### config.mk
export PLATFORM = sky130hd
export DESIGN_NAME = mit_core
export DESIGN_NICKNAME = d
export VERILOG_FILES = /design/src/rtl/mit_pkg.sv /design/src/rtl/mit_core.sv
export SDC_FILE = /design/constraint.sdc
export NUM_CORES = 1
export LEC_CHECK = 0
export BUFFER_PORTS_ARGS = -buffer_cell sky130_fd_sc_hd__buf_2
export CAP_MARGIN = 20
export CORE_ASPECT_RATIO = 0.9
export CORE_MARGIN = 2
export CORE_UTILIZATION = 25
export DETAILED_ROUTE_END_ITERATION = 7
export SLEW_MARGIN = 30
export SYNTH_ARGS = -nofsm -noshare
export SYNTH_HDL_FRONTEND = slang
export SYNTH_SLANG_ARGS = --single-unit
### constraint.sdc
create_clock -name core_clk -period 5 [get_ports core_clk]
set_input_delay 0.25 -clock core_clk [delete_from_list [all_inputs] [get_ports core_clk]]
set_output_delay 0.25 -clock core_clk [all_outputs]
set_load 0.02 [all_outputs]
### src/rtl/mit_pkg.sv
// Constants, opcodes and carrier types of the instruction execution and timing core.
package mit_pkg;
    localparam int           CLKS_PER_MCYCLE = 4;
    localparam logic [1:0]   PHASE_FETCH     = 2'h0;
    localparam logic [1:0]   PHASE_COMMIT    = 2'h2;
    localparam logic [1:0]   PHASE_LAST      = 2'h3;
    localparam int           PC_W            = 11;
    localparam int           STACK_DEPTH     = 4;
    localparam logic [10:0]  RESET_PC        = 11'h000;
    localparam logic [7:0]   RESET_ACC       = 8'h00;
    localparam logic [1:0]   RESET_SP        = 2'h0;
    localparam logic [7:0]   PCL_ADDR        = 8'h06;
    localparam int           DEST_BIT        = 10;
    localparam int           IMM_BIT         = 9;
    localparam logic [4:0]   OP_NOP          = 5'h00;
    localparam logic [4:0]   OP_MOV_A_M      = 5'h01;
    localparam logic [4:0]   OP_MOV_M_A      = 5'h02;
    localparam logic [4:0]   OP_MOV_A_X      = 5'h03;
    localparam logic [4:0]   OP_ADD          = 5'h04;
    localparam logic [4:0]   OP_ADC          = 5'h05;
    localparam logic [4:0]   OP_SUB          = 5'h06;
    localparam logic [4:0]   OP_SBC          = 5'h07;
    localparam logic [4:0]   OP_CLR_M        = 5'h08;
    localparam logic [4:0]   OP_AND          = 5'h0A;
    localparam logic [4:0]   OP_OR           = 5'h0B;
    localparam logic [4:0]   OP_XOR          = 5'h0C;
    localparam logic [4:0]   OP_CPL          = 5'h0D;
    localparam logic [4:0]   OP_INC          = 5'h0E;
    localparam logic [4:0]   OP_DEC          = 5'h0F;
    localparam logic [4:0]   OP_ROT_R        = 5'h10;
    localparam logic [4:0]   OP_ROT_L        = 5'h11;
    localparam logic [4:0]   OP_ROT_RC       = 5'h12;
    localparam logic [4:0]   OP_ROT_LC       = 5'h13;
    localparam logic [4:0]   OP_SET_BIT      = 5'h14;
    localparam logic [4:0]   OP_CLR_BIT      = 5'h15;
    localparam logic [4:0]   OP_SKIP_Z       = 5'h16;
    localparam logic [4:0]   OP_SKIP_BZ      = 5'h17;
    localparam logic [4:0]   OP_SKIP_BNZ     = 5'h18;
    localparam logic [4:0]   OP_SKIP_INC_Z   = 5'h19;
    localparam logic [4:0]   OP_SKIP_DEC_Z   = 5'h1A;
    localparam logic [4:0]   OP_JUMP         = 5'h1B;
    localparam logic [4:0]   OP_CALL         = 5'h1C;
    localparam logic [4:0]   OP_SUB_RET      = 5'h1D;
    localparam logic [4:0]   OP_INT_RET      = 5'h1E;
    localparam logic [4:0]   OP_TABLE_READ   = 5'h1F;

    typedef enum logic [1:0] {
        MIT_ST_EXEC  = 2'b01,
        MIT_ST_EXTRA = 2'b10
    } mit_state_t;

    typedef struct packed {
        logic [7:0] addr;
        logic [7:0] wdata;
        logic       we;
    } mit_dmem_req_t;

    typedef struct packed {
        logic carry;
        logic zero;
    } mit_flags_t;
endpackage : mit_pkg

### src/rtl/mit_core.sv
// Instruction execution and machine-cycle timing core of the small 8-bit controller.
// Function
// - every machine cycle lasts exactly four core clocks.
// - ordinary instructions take one machine cycle; jump, call, returns, table read two.
// - writing the program counter low byte acts as a jump, costing one extra cycle.
// - skip instructions take one cycle, plus one more when the skip happens.
// - moves cover register to accumulator, accumulator to register, immediate to accumulator.
// - addition carries above 255; subtraction flags a borrow below zero.
// - increment and decrement change by one, result to register or accumulator.
// - logic operations write register or accumulator and set zero on zero.
// - rotates shift one bit; through-carry forms exchange the end bit with carry.
// - a call saves the return point; return resumes right after the call.
// - a jump loads the target without saving any return address.
// - conditional branches test a register or bit and skip the next instruction.
// - bit set and clear rewrite the register changing only the chosen bit.
// - table read fetches a program memory word: low byte into a data register, high byte into table_high.
// - interrupt return sets global interrupt enable; subroutine return leaves it.
// - a call pushes program counter plus one, then loads the target.
`timescale 1ns/100ps
module mit_core
    import mit_pkg::*;
(
    input  wire logic                    core_clk,
    input  wire logic                    reset,
    output mit_pkg::mit_dmem_req_t       dmem_req,
    input  wire logic [7:0]              dmem_rdata,
    output logic [mit_pkg::PC_W-1:0]     prog_addr,
    input  wire logic [15:0]             prog_rdata,
    output logic [7:0]                   acc,
    output mit_pkg::mit_flags_t          flags,
    output logic                         global_interrupt_enable,
    input  wire logic                    interrupt_taken,
    output logic [7:0]                   table_high,
    output logic                         instr_start
);
    import mit_pkg::*;

    function automatic logic [7:0] bit_mask(input logic [2:0] sel);
        bit_mask = 8'h01 << sel;
    endfunction : bit_mask

    logic [1:0]       phase;
    logic [1:0]       next_phase;
    mit_state_t       state;
    mit_state_t       next_state;
    logic [15:0]      ir;
    logic [15:0]      next_ir;
    logic [PC_W-1:0]  pc;
    logic [PC_W-1:0]  next_pc;
    logic [PC_W-1:0]  next_prog_addr;
    logic [7:0]       next_acc;
    mit_flags_t       next_flags;
    logic             next_gie;
    logic [7:0]       next_table_high;
    mit_dmem_req_t    next_dmem_req;
    logic [1:0]       sp;
    logic [1:0]       next_sp;
    logic [PC_W-1:0]  stack      [STACK_DEPTH];
    logic [PC_W-1:0]  next_stack [STACK_DEPTH];
    logic             table_pending;
    logic             next_table_pending;
    logic [4:0]       op;
    logic [7:0]       m_val;
    logic [7:0]       src;
    logic [7:0]       mask;
    logic             exec_commit;
    logic [8:0]       sum;
    logic [7:0]       res;
    logic             wr_mem;
    logic             wr_acc;
    logic             upd_zero;
    logic             skip;
    logic             extra;
    logic             cin;

    assign op          = ir[15:11];
    assign m_val       = (ir[7:0] == PCL_ADDR) ? pc[7:0] : dmem_rdata;
    assign src         = ir[IMM_BIT] ? ir[7:0] : m_val;
    assign mask        = bit_mask(ir[10:8]);
    assign exec_commit = (state == MIT_ST_EXEC) && (phase == PHASE_COMMIT);
    assign instr_start = (state == MIT_ST_EXEC) && (phase == PHASE_FETCH);

    always_comb begin
        next_phase         = phase + 2'h1;
        next_state         = state;
        next_ir            = ir;
        next_pc            = pc;
        next_prog_addr     = prog_addr;
        next_acc           = acc;
        next_flags         = flags;
        next_gie           = global_interrupt_enable;
        next_table_high    = table_high;
        next_sp            = sp;
        next_stack         = stack;
        next_table_pending = table_pending;
        next_dmem_req      = '{addr: dmem_req.addr, wdata: dmem_req.wdata, we: 1'b0};
        sum      = 9'h000;
        res      = 8'h00;
        wr_mem   = 1'b0;
        wr_acc   = 1'b0;
        upd_zero = 1'b0;
        skip     = 1'b0;
        extra    = 1'b0;
        cin      = ((op == OP_ADC) || (op == OP_SBC)) ? flags.carry : 1'b0;
        // A set from an interrupt return wins over a simultaneous clear by interrupt entry.
        if (interrupt_taken) begin
            next_gie = 1'b0;
        end
        if ((phase == PHASE_LAST) && (state == MIT_ST_EXEC)) begin
            next_ir       = prog_rdata;
            next_dmem_req = '{addr: prog_rdata[7:0], wdata: dmem_req.wdata, we: 1'b0};
        end
        if (exec_commit) begin
            next_pc        = pc + 11'h001;
            case (op)
                OP_MOV_A_M: begin res = m_val; wr_acc = 1'b1; end
                OP_MOV_M_A: begin res = acc; wr_mem = 1'b1; end
                OP_MOV_A_X: begin res = ir[7:0]; wr_acc = 1'b1; end
                OP_CLR_M:   begin res = 8'h00; wr_mem = 1'b1; end
                OP_ADD, OP_ADC: begin
                    sum = {1'b0, acc} + {1'b0, src} + {8'h00, cin};
                    res = sum[7:0];
                    next_flags.carry = sum[8];
                    upd_zero = 1'b1;
                    wr_mem = ir[DEST_BIT] & ~ir[IMM_BIT];
                    wr_acc = ~wr_mem;
                end
                OP_SUB, OP_SBC: begin
                    sum = {1'b0, acc} - {1'b0, src} - {8'h00, cin};
                    res = sum[7:0];
                    next_flags.carry = sum[8];
                    upd_zero = 1'b1;
                    wr_mem = ir[DEST_BIT] & ~ir[IMM_BIT];
                    wr_acc = ~wr_mem;
                end
                OP_AND, OP_OR, OP_XOR, OP_CPL: begin
                    case (op)
                        OP_AND:  res = acc & src;
                        OP_OR:   res = acc | src;
                        OP_XOR:  res = acc ^ src;
                        default: res = ~m_val;
                    endcase
                    upd_zero = 1'b1;
                    wr_mem = ir[DEST_BIT] & ~ir[IMM_BIT];
                    wr_acc = ~wr_mem;
                end
                OP_INC, OP_DEC: begin
                    res = (op == OP_INC) ? m_val + 8'h01 : m_val - 8'h01;
                    upd_zero = 1'b1;
                    wr_mem = ir[DEST_BIT];
                    wr_acc = ~ir[DEST_BIT];
                end
                OP_ROT_R, OP_ROT_L, OP_ROT_RC, OP_ROT_LC: begin
                    case (op)
                        OP_ROT_R:  res = {m_val[0], m_val[7:1]};
                        OP_ROT_L:  res = {m_val[6:0], m_val[7]};
                        OP_ROT_RC: begin res = {flags.carry, m_val[7:1]}; next_flags.carry = m_val[0]; end
                        default:   begin res = {m_val[6:0], flags.carry}; next_flags.carry = m_val[7]; end
                    endcase
                    wr_mem = ir[DEST_BIT];
                    wr_acc = ~ir[DEST_BIT];
                end
                OP_SET_BIT: begin res = m_val | mask; wr_mem = 1'b1; end
                OP_CLR_BIT: begin res = m_val & ~mask; wr_mem = 1'b1; end
                OP_SKIP_Z:   skip = (m_val == 8'h00);
                OP_SKIP_BZ:  skip = ((m_val & mask) == 8'h00);
                OP_SKIP_BNZ: skip = ((m_val & mask) != 8'h00);
                OP_SKIP_INC_Z, OP_SKIP_DEC_Z: begin
                    res = (op == OP_SKIP_INC_Z) ? m_val + 8'h01 : m_val - 8'h01;
                    skip = (res == 8'h00);
                    wr_mem = ir[DEST_BIT];
                    wr_acc = ~ir[DEST_BIT];
                end
                OP_JUMP: begin
                    next_pc = ir[PC_W-1:0];
                    extra = 1'b1;
                end
                OP_CALL: begin
                    next_stack[sp] = pc + 11'h001;
                    next_sp = sp + 2'h1;
                    next_pc = ir[PC_W-1:0];
                    extra = 1'b1;
                end
                OP_SUB_RET, OP_INT_RET: begin
                    next_sp = sp - 2'h1;
                    next_pc = stack[sp - 2'h1];
                    if (op == OP_INT_RET) begin
                        next_gie = 1'b1;
                    end
                    extra = 1'b1;
                end
                OP_TABLE_READ: begin
                    extra = 1'b1;
                    next_table_pending = 1'b1;
                end
                default: ;
            endcase
            if (upd_zero) begin
                next_flags.zero = (res == 8'h00);
            end
            if (wr_acc) begin
                next_acc = res;
            end
            if (wr_mem && (ir[7:0] == PCL_ADDR)) begin
                next_pc = {pc[PC_W-1:8], res};
                extra = 1'b1;
            end else if (wr_mem) begin
                next_dmem_req = '{addr: dmem_req.addr, wdata: res, we: 1'b1};
            end
            if (skip) begin
                next_pc = pc + 11'h002;
                extra = 1'b1;
            end
            // The table word comes over the program port, so the fetch address is lent to it.
            next_prog_addr = (op == OP_TABLE_READ) ? {pc[PC_W-1:8], acc} : next_pc;
            next_state = extra ? MIT_ST_EXTRA : MIT_ST_EXEC;
        end else if ((state == MIT_ST_EXTRA) && (phase == PHASE_COMMIT)) begin
            if (table_pending) begin
                next_dmem_req = '{addr: dmem_req.addr, wdata: prog_rdata[7:0], we: 1'b1};
                next_table_high = prog_rdata[15:8];
                next_table_pending = 1'b0;
            end
            next_prog_addr = pc;
            next_state = MIT_ST_EXEC;
        end
    end

    always_ff @(posedge core_clk or posedge reset) begin
        if (reset) begin
            phase                   <= PHASE_LAST;
            state                   <= MIT_ST_EXEC;
            ir                      <= 16'h0000;
            pc                      <= RESET_PC;
            prog_addr               <= RESET_PC;
            acc                     <= RESET_ACC;
            flags                   <= '0;
            global_interrupt_enable <= 1'b0;
            table_high              <= 8'h00;
            sp                      <= RESET_SP;
            stack                   <= '{default: RESET_PC};
            table_pending           <= 1'b0;
            dmem_req                <= '0;
        end else begin
            phase                   <= next_phase;
            state                   <= next_state;
            ir                      <= next_ir;
            pc                      <= next_pc;
            prog_addr               <= next_prog_addr;
            acc                     <= next_acc;
            flags                   <= next_flags;
            global_interrupt_enable <= next_gie;
            table_high              <= next_table_high;
            sp                      <= next_sp;
            stack                   <= next_stack;
            table_pending           <= next_table_pending;
            dmem_req                <= next_dmem_req;
        end
    end

    property p_mcycle_four;
        @(posedge core_clk) disable iff (reset) instr_start |=> !instr_start [*3];
    endproperty
    a_mcycle_four: assert property (p_mcycle_four) else $error("Machine cycle shorter than four clocks.");

    property p_normal_one;
        @(posedge core_clk) disable iff (reset) (instr_start && (op == OP_MOV_A_X)) |-> ##4 instr_start;
    endproperty
    a_normal_one: assert property (p_normal_one) else $error("Move took more than one cycle.");

    property p_jump_two;
        @(posedge core_clk) disable iff (reset)
            (instr_start && (op == OP_JUMP)) |-> ##1 !instr_start [*7] ##1 (instr_start && (prog_addr == $past(ir[10:0], 8)));
    endproperty
    a_jump_two: assert property (p_jump_two) else $error("Jump timing or target wrong.");

    property p_pcl_write;
        @(posedge core_clk) disable iff (reset)
            (instr_start && (op == OP_MOV_M_A) && (ir[7:0] == PCL_ADDR)) |-> ##4 !instr_start ##4 instr_start;
    endproperty
    a_pcl_write: assert property (p_pcl_write) else $error("Low program counter write not two cycles.");

    property p_skip_taken;
        @(posedge core_clk) disable iff (reset)
            exec_commit && (op == OP_SKIP_Z) && (m_val == 8'h00) |-> ##2 !instr_start ##4 instr_start;
    endproperty
    a_skip_taken: assert property (p_skip_taken) else $error("Taken skip not two cycles.");

    property p_add_carry;
        @(posedge core_clk) disable iff (reset)
            exec_commit && (op == OP_ADD) && !ir[IMM_BIT] && !ir[DEST_BIT]
            |=> flags.carry == (({1'b0, $past(acc)} + {1'b0, $past(m_val)}) > 9'h0FF);
    endproperty
    a_add_carry: assert property (p_add_carry) else $error("Add carry wrong.");

    property p_inc_acc;
        @(posedge core_clk) disable iff (reset)
            exec_commit && (op == OP_INC) && !ir[DEST_BIT] |=> (acc == $past(m_val) + 8'h01) && (flags.zero == (acc == 8'h00));
    endproperty
    a_inc_acc: assert property (p_inc_acc) else $error("Increment result wrong.");

    property p_set_bit;
        @(posedge core_clk) disable iff (reset)
            exec_commit && (op == OP_SET_BIT) && (ir[7:0] != PCL_ADDR)
            |=> dmem_req.we && (dmem_req.wdata == ($past(m_val) | $past(mask)));
    endproperty
    a_set_bit: assert property (p_set_bit) else $error("Bit set changed other bits.");

    property p_call_push;
        @(posedge core_clk) disable iff (reset)
            exec_commit && (op == OP_CALL) |=> (stack[$past(sp)] == $past(pc) + 11'h001) && (sp == $past(sp) + 2'h1);
    endproperty
    a_call_push: assert property (p_call_push) else $error("Call pushed wrong return point.");

    property p_interrupt_return_gie;
        @(posedge core_clk) disable iff (reset) exec_commit && (op == OP_INT_RET) |=> global_interrupt_enable;
    endproperty
    a_interrupt_return_gie: assert property (p_interrupt_return_gie) else $error("Interrupt return left enable clear.");

    property p_ret_gie;
        @(posedge core_clk) disable iff (reset)
            exec_commit && (op == OP_SUB_RET) && !interrupt_taken |=> global_interrupt_enable == $past(global_interrupt_enable);
    endproperty
    a_ret_gie: assert property (p_ret_gie) else $error("Subroutine return changed enable.");

    c_call:  cover property (@(posedge core_clk) disable iff (reset) exec_commit && (op == OP_CALL));
    c_skip:  cover property (@(posedge core_clk) disable iff (reset) exec_commit && (op == OP_SKIP_BZ) && skip);
    c_table: cover property (@(posedge core_clk) disable iff (reset) (state == MIT_ST_EXTRA) && table_pending);
    c_interrupt_return:  cover property (@(posedge core_clk) disable iff (reset) exec_commit && (op == OP_INT_RET));
endmodule : mit_core

==> results of run 1 <==
## cells in the final DEF, fill, tap and decap left out, drive strengths merged, types with 14 or more instances in the layout
master	n
nand3	41
mux2	37
inv	59
mux2i	20
nor4	14
nand2b	20
nand2	141
clkbuf	19
xor2	15
a22oi	20
or3	14
o211ai	25
ha	41
nor3	27
nor2	73
mux4	14
a21oi	55
o21ai	108
xnor2	17
dfrtp	122
buf	116
## power by group through the flow
stage               Sequential (mW)  Clock [mW]  Combinational, mW
floorplan                      1.77           0               2.75
global placement               1.81           0               4.35
detailed placement             1.83           0               4.33
CTS                            1.81        1.30               4.36
global route                   1.86        1.34               4.83
finish                         1.83        1.28               4.49
## registers in the layout (all words and copies together) (netlist names), 8 cells and up
name and cells:
acc 8, dmem_req 17, table_high 8, stack 44, ir 16, pc 11
prog_addr 11
## worst register-to-register path, stage by stage, from the launching register on
cell	delay, ns
dfrtp_1	0.47
or4b_1	0.59
buf_4	0.22
o21ai_1	0.23
nand2_1	0.16
mux2_2	0.34
ha_1	0.36
inv_1	0.09
ha_1	0.33
or3_1	0.39
a32oi_1	0.21
nand3_1	0.11
a2111oi_2	0.46
nand3_1	0.22
o21ai_1	0.23
o311ai_0	0.22
## logic make-up after synthesis
family	Yosys count
XOR/XNOR	32
multiplexers	71
adder cells (fa/ha/maj)	44
buffers and inverters	133
AO/OA/AOI/OAI	322
AND/OR/NAND/NOR	396
flip-flops	125
## metal layers
metal,global-route usage,part of all wire
met5,0,0.00078
met4,0.05974,0.028
met3,0.04976,0.10
met2,0.2881,0.42
met1,0.2775,0.44
## cell type report
type	instances	area, µm²	area share
Timing Repair Buffer	117	695.7	0.06246
Sequential cell	125	3132	0.2812
Tap cell	483	604.3	0.05426
Clock inverter	13	153.9	0.01382
Inverter	53	203.9	0.01831
Clock buffer	19	442.9	0.03977
Multi-Input combinational cell	865	5906	0.5302
## worst max-delay path by stage
stage | from | to | cells past startpoint
floorplan | ir[6] | prog_addr[6] | 17
detailed placement | ir[3] | prog_addr[3] | 15
global placement | ir[3] | prog_addr[3] | 15
CTS | ir[3] | prog_addr[3] | 15
global route | ir[5] | pc[4] | 17
finish | ir[6] | pc[4] | 15
## through the flow
stage | setup slack, ns | hold WS (ns) | std cells
floorplan | 0.6836 | 0.3490 | 1123
global placement | 0.3494 | 0.3921 | 1642
detailed placement | 0.1078 | 0.3944 | 1642
CTS | 0.09846 | 0.02362 | 1675
global route | 0.03871 | 0.05002 | 1675
finish | 0.1843 | 0.03382 | 1675
## what timing repair did
action,CTS,global route
hold buffers,1,0
gates resized for setup,0,4
endpoints found under the setup margin,0,7
endpoints found under the hold margin,65,0
==> results.yml, run 1 <==
detailed_routing:
  post_drt_wl_per_cell_um: 23.10
  num_vias: 9492
  vias_per_cell: 5.667
  drc_errors: 0
  drtPass1Iterations: 6
  ant_nets: 0
  routed_wl_mm: 38.69
  first_iter_violations: 1382
floorplan:
  core_area_mm2: 0.03747
  initial_core_util: 0.2546
  rows: 67
  ios: 75
  die_w_um: 209.9
  die_area_mm2: 0.03975
  die_height_um: 189.3
synthesis:
  synth-main-ff-cell: "dfrtp_1"
  synth_common_cells: "nand2_1, dfrtp_1, o21ai_0"
  synth.area.mux_share: 0.09809
  yosys.area_share.xor_xnor: 0.02937
  syn_nets: 1194
  synth_area_leaders: "dfrtp_1, nand2_1, ha_1"
  synth_most_common_cell: "nand2_1"
  synth-simple-area-share: 0.2068
  async_flop_share: 1.000
  synth_compound_area_frac: 0.2217
  ys_ff_latch: 125
  synth_fa_ha_area_frac: 0.06006
  synth-edff-count: 0
  yosysWarnings: 0
  yosysTopAreaCell: "dfrtp_1"
  synth_top_family_by_area: "compound AO/OA/AOI/OAI gates"
  synthDistinctLibCells: 89
  synth_top_area_frac: 0.3200
  synth.yosys.seq_area_share: 0.3282
  synth.avg_cell_area_um2: 8.497
  syn_area_mm2: 0.009542
  synthCells: 1123
global_routing:
  grt_usage: 0.1950
  grt_pass1_wl_mm: 58.73
  antenna_found_initial: 2
  overflow: 0
  grt_pass1_vias: 9068
  grt_max_degree: 69
placed_design:
  placed_area_mm2: 0.01050
  place.gp.congestion: 1.007
  dp_hpwl_mm: 29.11
  io_buffers: 74
worst_setup_path:
  rr_startpoint: "ir[6]"
  required_ns: 5.24
  slowest_delay_ns: 0.59
  crit_chain: "or4b_1 > buf_4 > o21ai_1 > nand2_1 > mux2_2 > ha_1 > inv_1 > ha_1 > or3_1 > a32oi_1 > nand3_1 > a2111oi_2 > nand3_1 > o21ai_1 > o311ai_0"
  crit_buf_inv: 2
  worstRegToRegCells: 15
  cp_max_fo: 10
  critical_path.reg2reg.endpoint: "pc[4]"
  slowest_stage: "or4b_1"
  worstSetupEndpointType: "flop"
  path_delay_family: "simple AND/OR/NAND/NOR gates"
  reg2reg_slack_ns: 0.18
  start_kind: "flop"
  cp.arrival_ns: 5.06
  worstSetupPathType: "reg -> reg"
pwr:
  intPower_mw: 3.714
  p_comb_frac: 0.591
  clkPwrFrac: 0.168
  power_per_cell_area_mw_per_mm2: 682.7
  leakage_nw: 4.699
  seq_power_share: 0.241
  irDropWorstVdd_v: 0.0002714
  p_sw_mw: 3.890
  power_mw: 7.604
  swShare: 0.5116
clocking:
  cts_sinks: 125
  path_clk_slew_ns: 0.07
  cts_buffers: 17
  post_cts_buffers: 0
  root_buffer: "clkbuf_16"
  cts_tree: "yes"
  clock_path_buffers: 2
  h-tree-depth: 4
  clk_latency_ns: 0.43
min_path:
  hold_class: "in -> reg"
  whs_endpoint: "table_high[7]"
  min_path_cells: 3
  worstHoldStart: "prog_rdata[15]"
run:
  maxCapViolations: 0
finish:
  fin_util: 0.2972
  final_cell_area_mm2: 0.01114
  fill_cells: 3915
  fin_nets: 1250
  n_antenna_cell: 0
  area_delta_synth_final_pct: 16.73
  post_route_cells_drive_above_1_share: 0.1888
sta:
  period_share: 0.9631
  worst_pin_slew_ns: 1.041
  clock_skew_ns: 0.01227
  max_freq_mhz: 207.7
  rsz0062_at_grt: "no"
  setup_viol: 0
  period_needed_ns: 4.816
  maxSlewHeadroom: 0.3062
  hold_viol: 0
  drv_slew: 0
  setup_tns_ns: 0
run_status:
  status: "finished, final reports clean"
No activity file was read; power rests on OpenSTA's default activity.
==> run 2: changes to the inputs <==
--- a/config.mk
+++ b/config.mk
@@ -5,7 +5,7 @@
 export SDC_FILE = /design/constraint.sdc
 export NUM_CORES = 1
 export LEC_CHECK = 0
-export BUFFER_PORTS_ARGS = -buffer_cell sky130_fd_sc_hd__buf_2
+export BUFFER_PORTS_ARGS = -buffer_cell sky130_fd_sc_hd__clkbuf_2
 export CAP_MARGIN = 20
 export CORE_ASPECT_RATIO = 0.9
 export CORE_MARGIN = 2
@@ -15,3 +15,4 @@
 export SYNTH_ARGS = -nofsm -noshare
 export SYNTH_HDL_FRONTEND = slang
 export SYNTH_SLANG_ARGS = --single-unit
+export TNS_END_PERCENT = 50
==> results.yml, run 2 (synthesized netlist as in run 1, its figures left out) <==
pwr:
  leakage_nw: 4.673
  power_per_cell_area_mw_per_mm2: 675.7
  power_mw: 7.481
  irDropWorstVdd_v: 0.0002806
global_routing:
  grt_usage: 0.1928
  grt_pass1_wl_mm: 57.88
  grt_pass1_vias: 8978
  grt_max_degree: 80
  overflow: 0
  antenna_found_initial: 0
placed_design:
  place.gp.congestion: 0.9975
  placed_area_mm2: 0.01050
  dp_hpwl_mm: 28.83
  io_buffers: 74
finish:
  area_delta_synth_final_pct: 16.02
  fill_cells: 3919
  final_cell_area_mm2: 0.01107
  post_route_cells_drive_above_1_share: 0.1874
  final_common_cell: "nand2_1"
  reg_top3: "stack (44), dmem_req (17), ir (16)"
  regMostFlops: "stack"
  layout_common_cells: "nand2_1, dfrtp_1, o21ai_0"
  largest_reg_flops: 44
  fin_nets: 1249
detailed_routing:
  routed_wl_mm: 38.54
  ant_nets: 0
  vias_per_cell: 5.685
  num_vias: 9517
  drc_errors: 0
  post_drt_wl_per_cell_um: 23.02
  first_iter_violations: 1161
  drtPass1Iterations: 6
sta:
  rsz0062_at_grt: "no"
  maxSlewHeadroom: 0.3414
  drv_slew: 0
  max_freq_mhz: 213.8
  worst_pin_slew_ns: 0.9843
  hold_viol: 0
  setup_viol: 0
  clock_skew_ns: 0.01363
  period_share: 0.9354
  setup_tns_ns: 0
  period_needed_ns: 4.677
floorplan:
  ios: 75
  initial_core_util: 0.2546
  die_w_um: 209.9
  rows: 67
  core_area_mm2: 0.03747
  die_height_um: 189.3
  die_area_mm2: 0.03975
clocking:
  root_buffer: "clkbuf_16"
  clock_path_buffers: 2
  cts_buffers: 17
  post_cts_buffers: 0
  cts_sinks: 125
  path_clk_slew_ns: 0.06
  h-tree-depth: 4
  clk_latency_ns: 0.43
  cts_tree: "yes"
worst_setup_path:
  path_delay_family: "compound AO/OA/AOI/OAI gates"
  start_kind: "flop"
  crit_chain: "nor4b_2 > buf_4 > nand2_2 > mux2_4 > mux2_2 > ha_1 > inv_1 > ha_1 > a21boi_0 > o21ai_0 > nand2b_1 > a21oi_1 > xnor2_1 > a2111oi_1 > buf_4 > mux2i_1 > o21ai_1 > o22ai_1"
  worstSetupPathType: "reg -> reg"
  slowest_stage: "dfrtp_1"
  required_ns: 5.27
  crit_buf_inv: 3
  slowest_delay_ns: 0.46
  cp.arrival_ns: 4.95
  cp_max_fo: 9
  worstSetupEndpointType: "flop"
min_path:
  hold_class: "in -> reg"
run:
  maxCapViolations: 0
run_status:
  status: "finished, final reports clean"
[run 2: per-stage QoR]
stage | cells | utilization | hold WS (ns) | setup WS (ns)
2_1_floorplan | 1123 | - | 0.3490 | 0.6836
3_3_place_gp | 1641 | 0.2801 | 0.4208 | 0.4334
3_5_place_dp | 1641 | 0.2801 | 0.4294 | 0.3289
4_1_cts | 1673 | 0.2950 | 0.03431 | 0.3133
5_1_grt | 1673 | 0.2954 | 0.05197 | 0.02104
6_report | 1674 | 0.2954 | 0.04045 | 0.3229
[run 2: area by class of cell]
class | instances | area (µm²) | area share
clock inverter | 12 | 103.9 | 0.009381
timing repair buffer | 116 | 688.2 | 0.06216
antenna | 1 | 2.502 | 0.0002260
tap | 483 | 604.3 | 0.05459
clock buffer | 19 | 442.9 | 0.04001
sequential | 125 | 3132 | 0.2829
multi-input combinational | 865 | 5893 | 0.5323
inverter | 53 | 203.9 | 0.01842
[run 2: worst reg2reg max path, delay by kind of cell (launching register included)]
| kind | cells | cell delay, ns |
|---|---|---|
| flip-flops | 1 | 0.46 |
| adder cells (fa/ha/maj) | 2 | 0.64 |
| multiplexers | 3 | 0.81 |
| XOR/XNOR | 1 | 0.10 |
| AO/OA/AOI/OAI | 6 | 1.43 |
| buffers and inverters | 3 | 0.54 |
| AND/OR/NAND/NOR | 3 | 0.54 |
[run 2: what timing repair did]
item	4_1_cts	5_1_grt
hold buffers	1	0
endpoints found under the setup margin	0	3
endpoints found under the hold margin	76	0
resized for setup	0	2
[run 2: routing by layer]
layer  track usage  vias to the layer above  share of wire  routed length, µm
li1              -                     4210              -                  -
met1        0.2668                     4640           0.44              16850
met2        0.2829                      586           0.42              16100
met3       0.06402                       81           0.11               4419
met4       0.05919                        0          0.030               1160
met5             0                        -              0                  0
[run 2: path summary, 6_finish.rpt]
kind / start / endpoint / slack, ns / cells after the start
hold / removal: prog_rdata[13] / table_high[5] / 0.04 / 3
setup reg to reg: ir[6] / prog_addr[6] / 0.32 / 18
max in group asynchronous: reset / table_high[0] / 3.31 / 4
setup / recovery: ir[6] / prog_addr[6] / 0.32 / 18
hold reg to reg: table_high[4] / table_high[4] / 0.48 / 2
min in group asynchronous: reset / stack[43] / 0.49 / 3
[run 2: power breakdown]
part	total, mW	switching (mW)	internal, mW	leakage (nW)
Sequential	1.83	0.507	1.33	1.56
Clock	1.17	0.517	0.657	0.259
Combinational	4.47	2.86	1.62	2.86
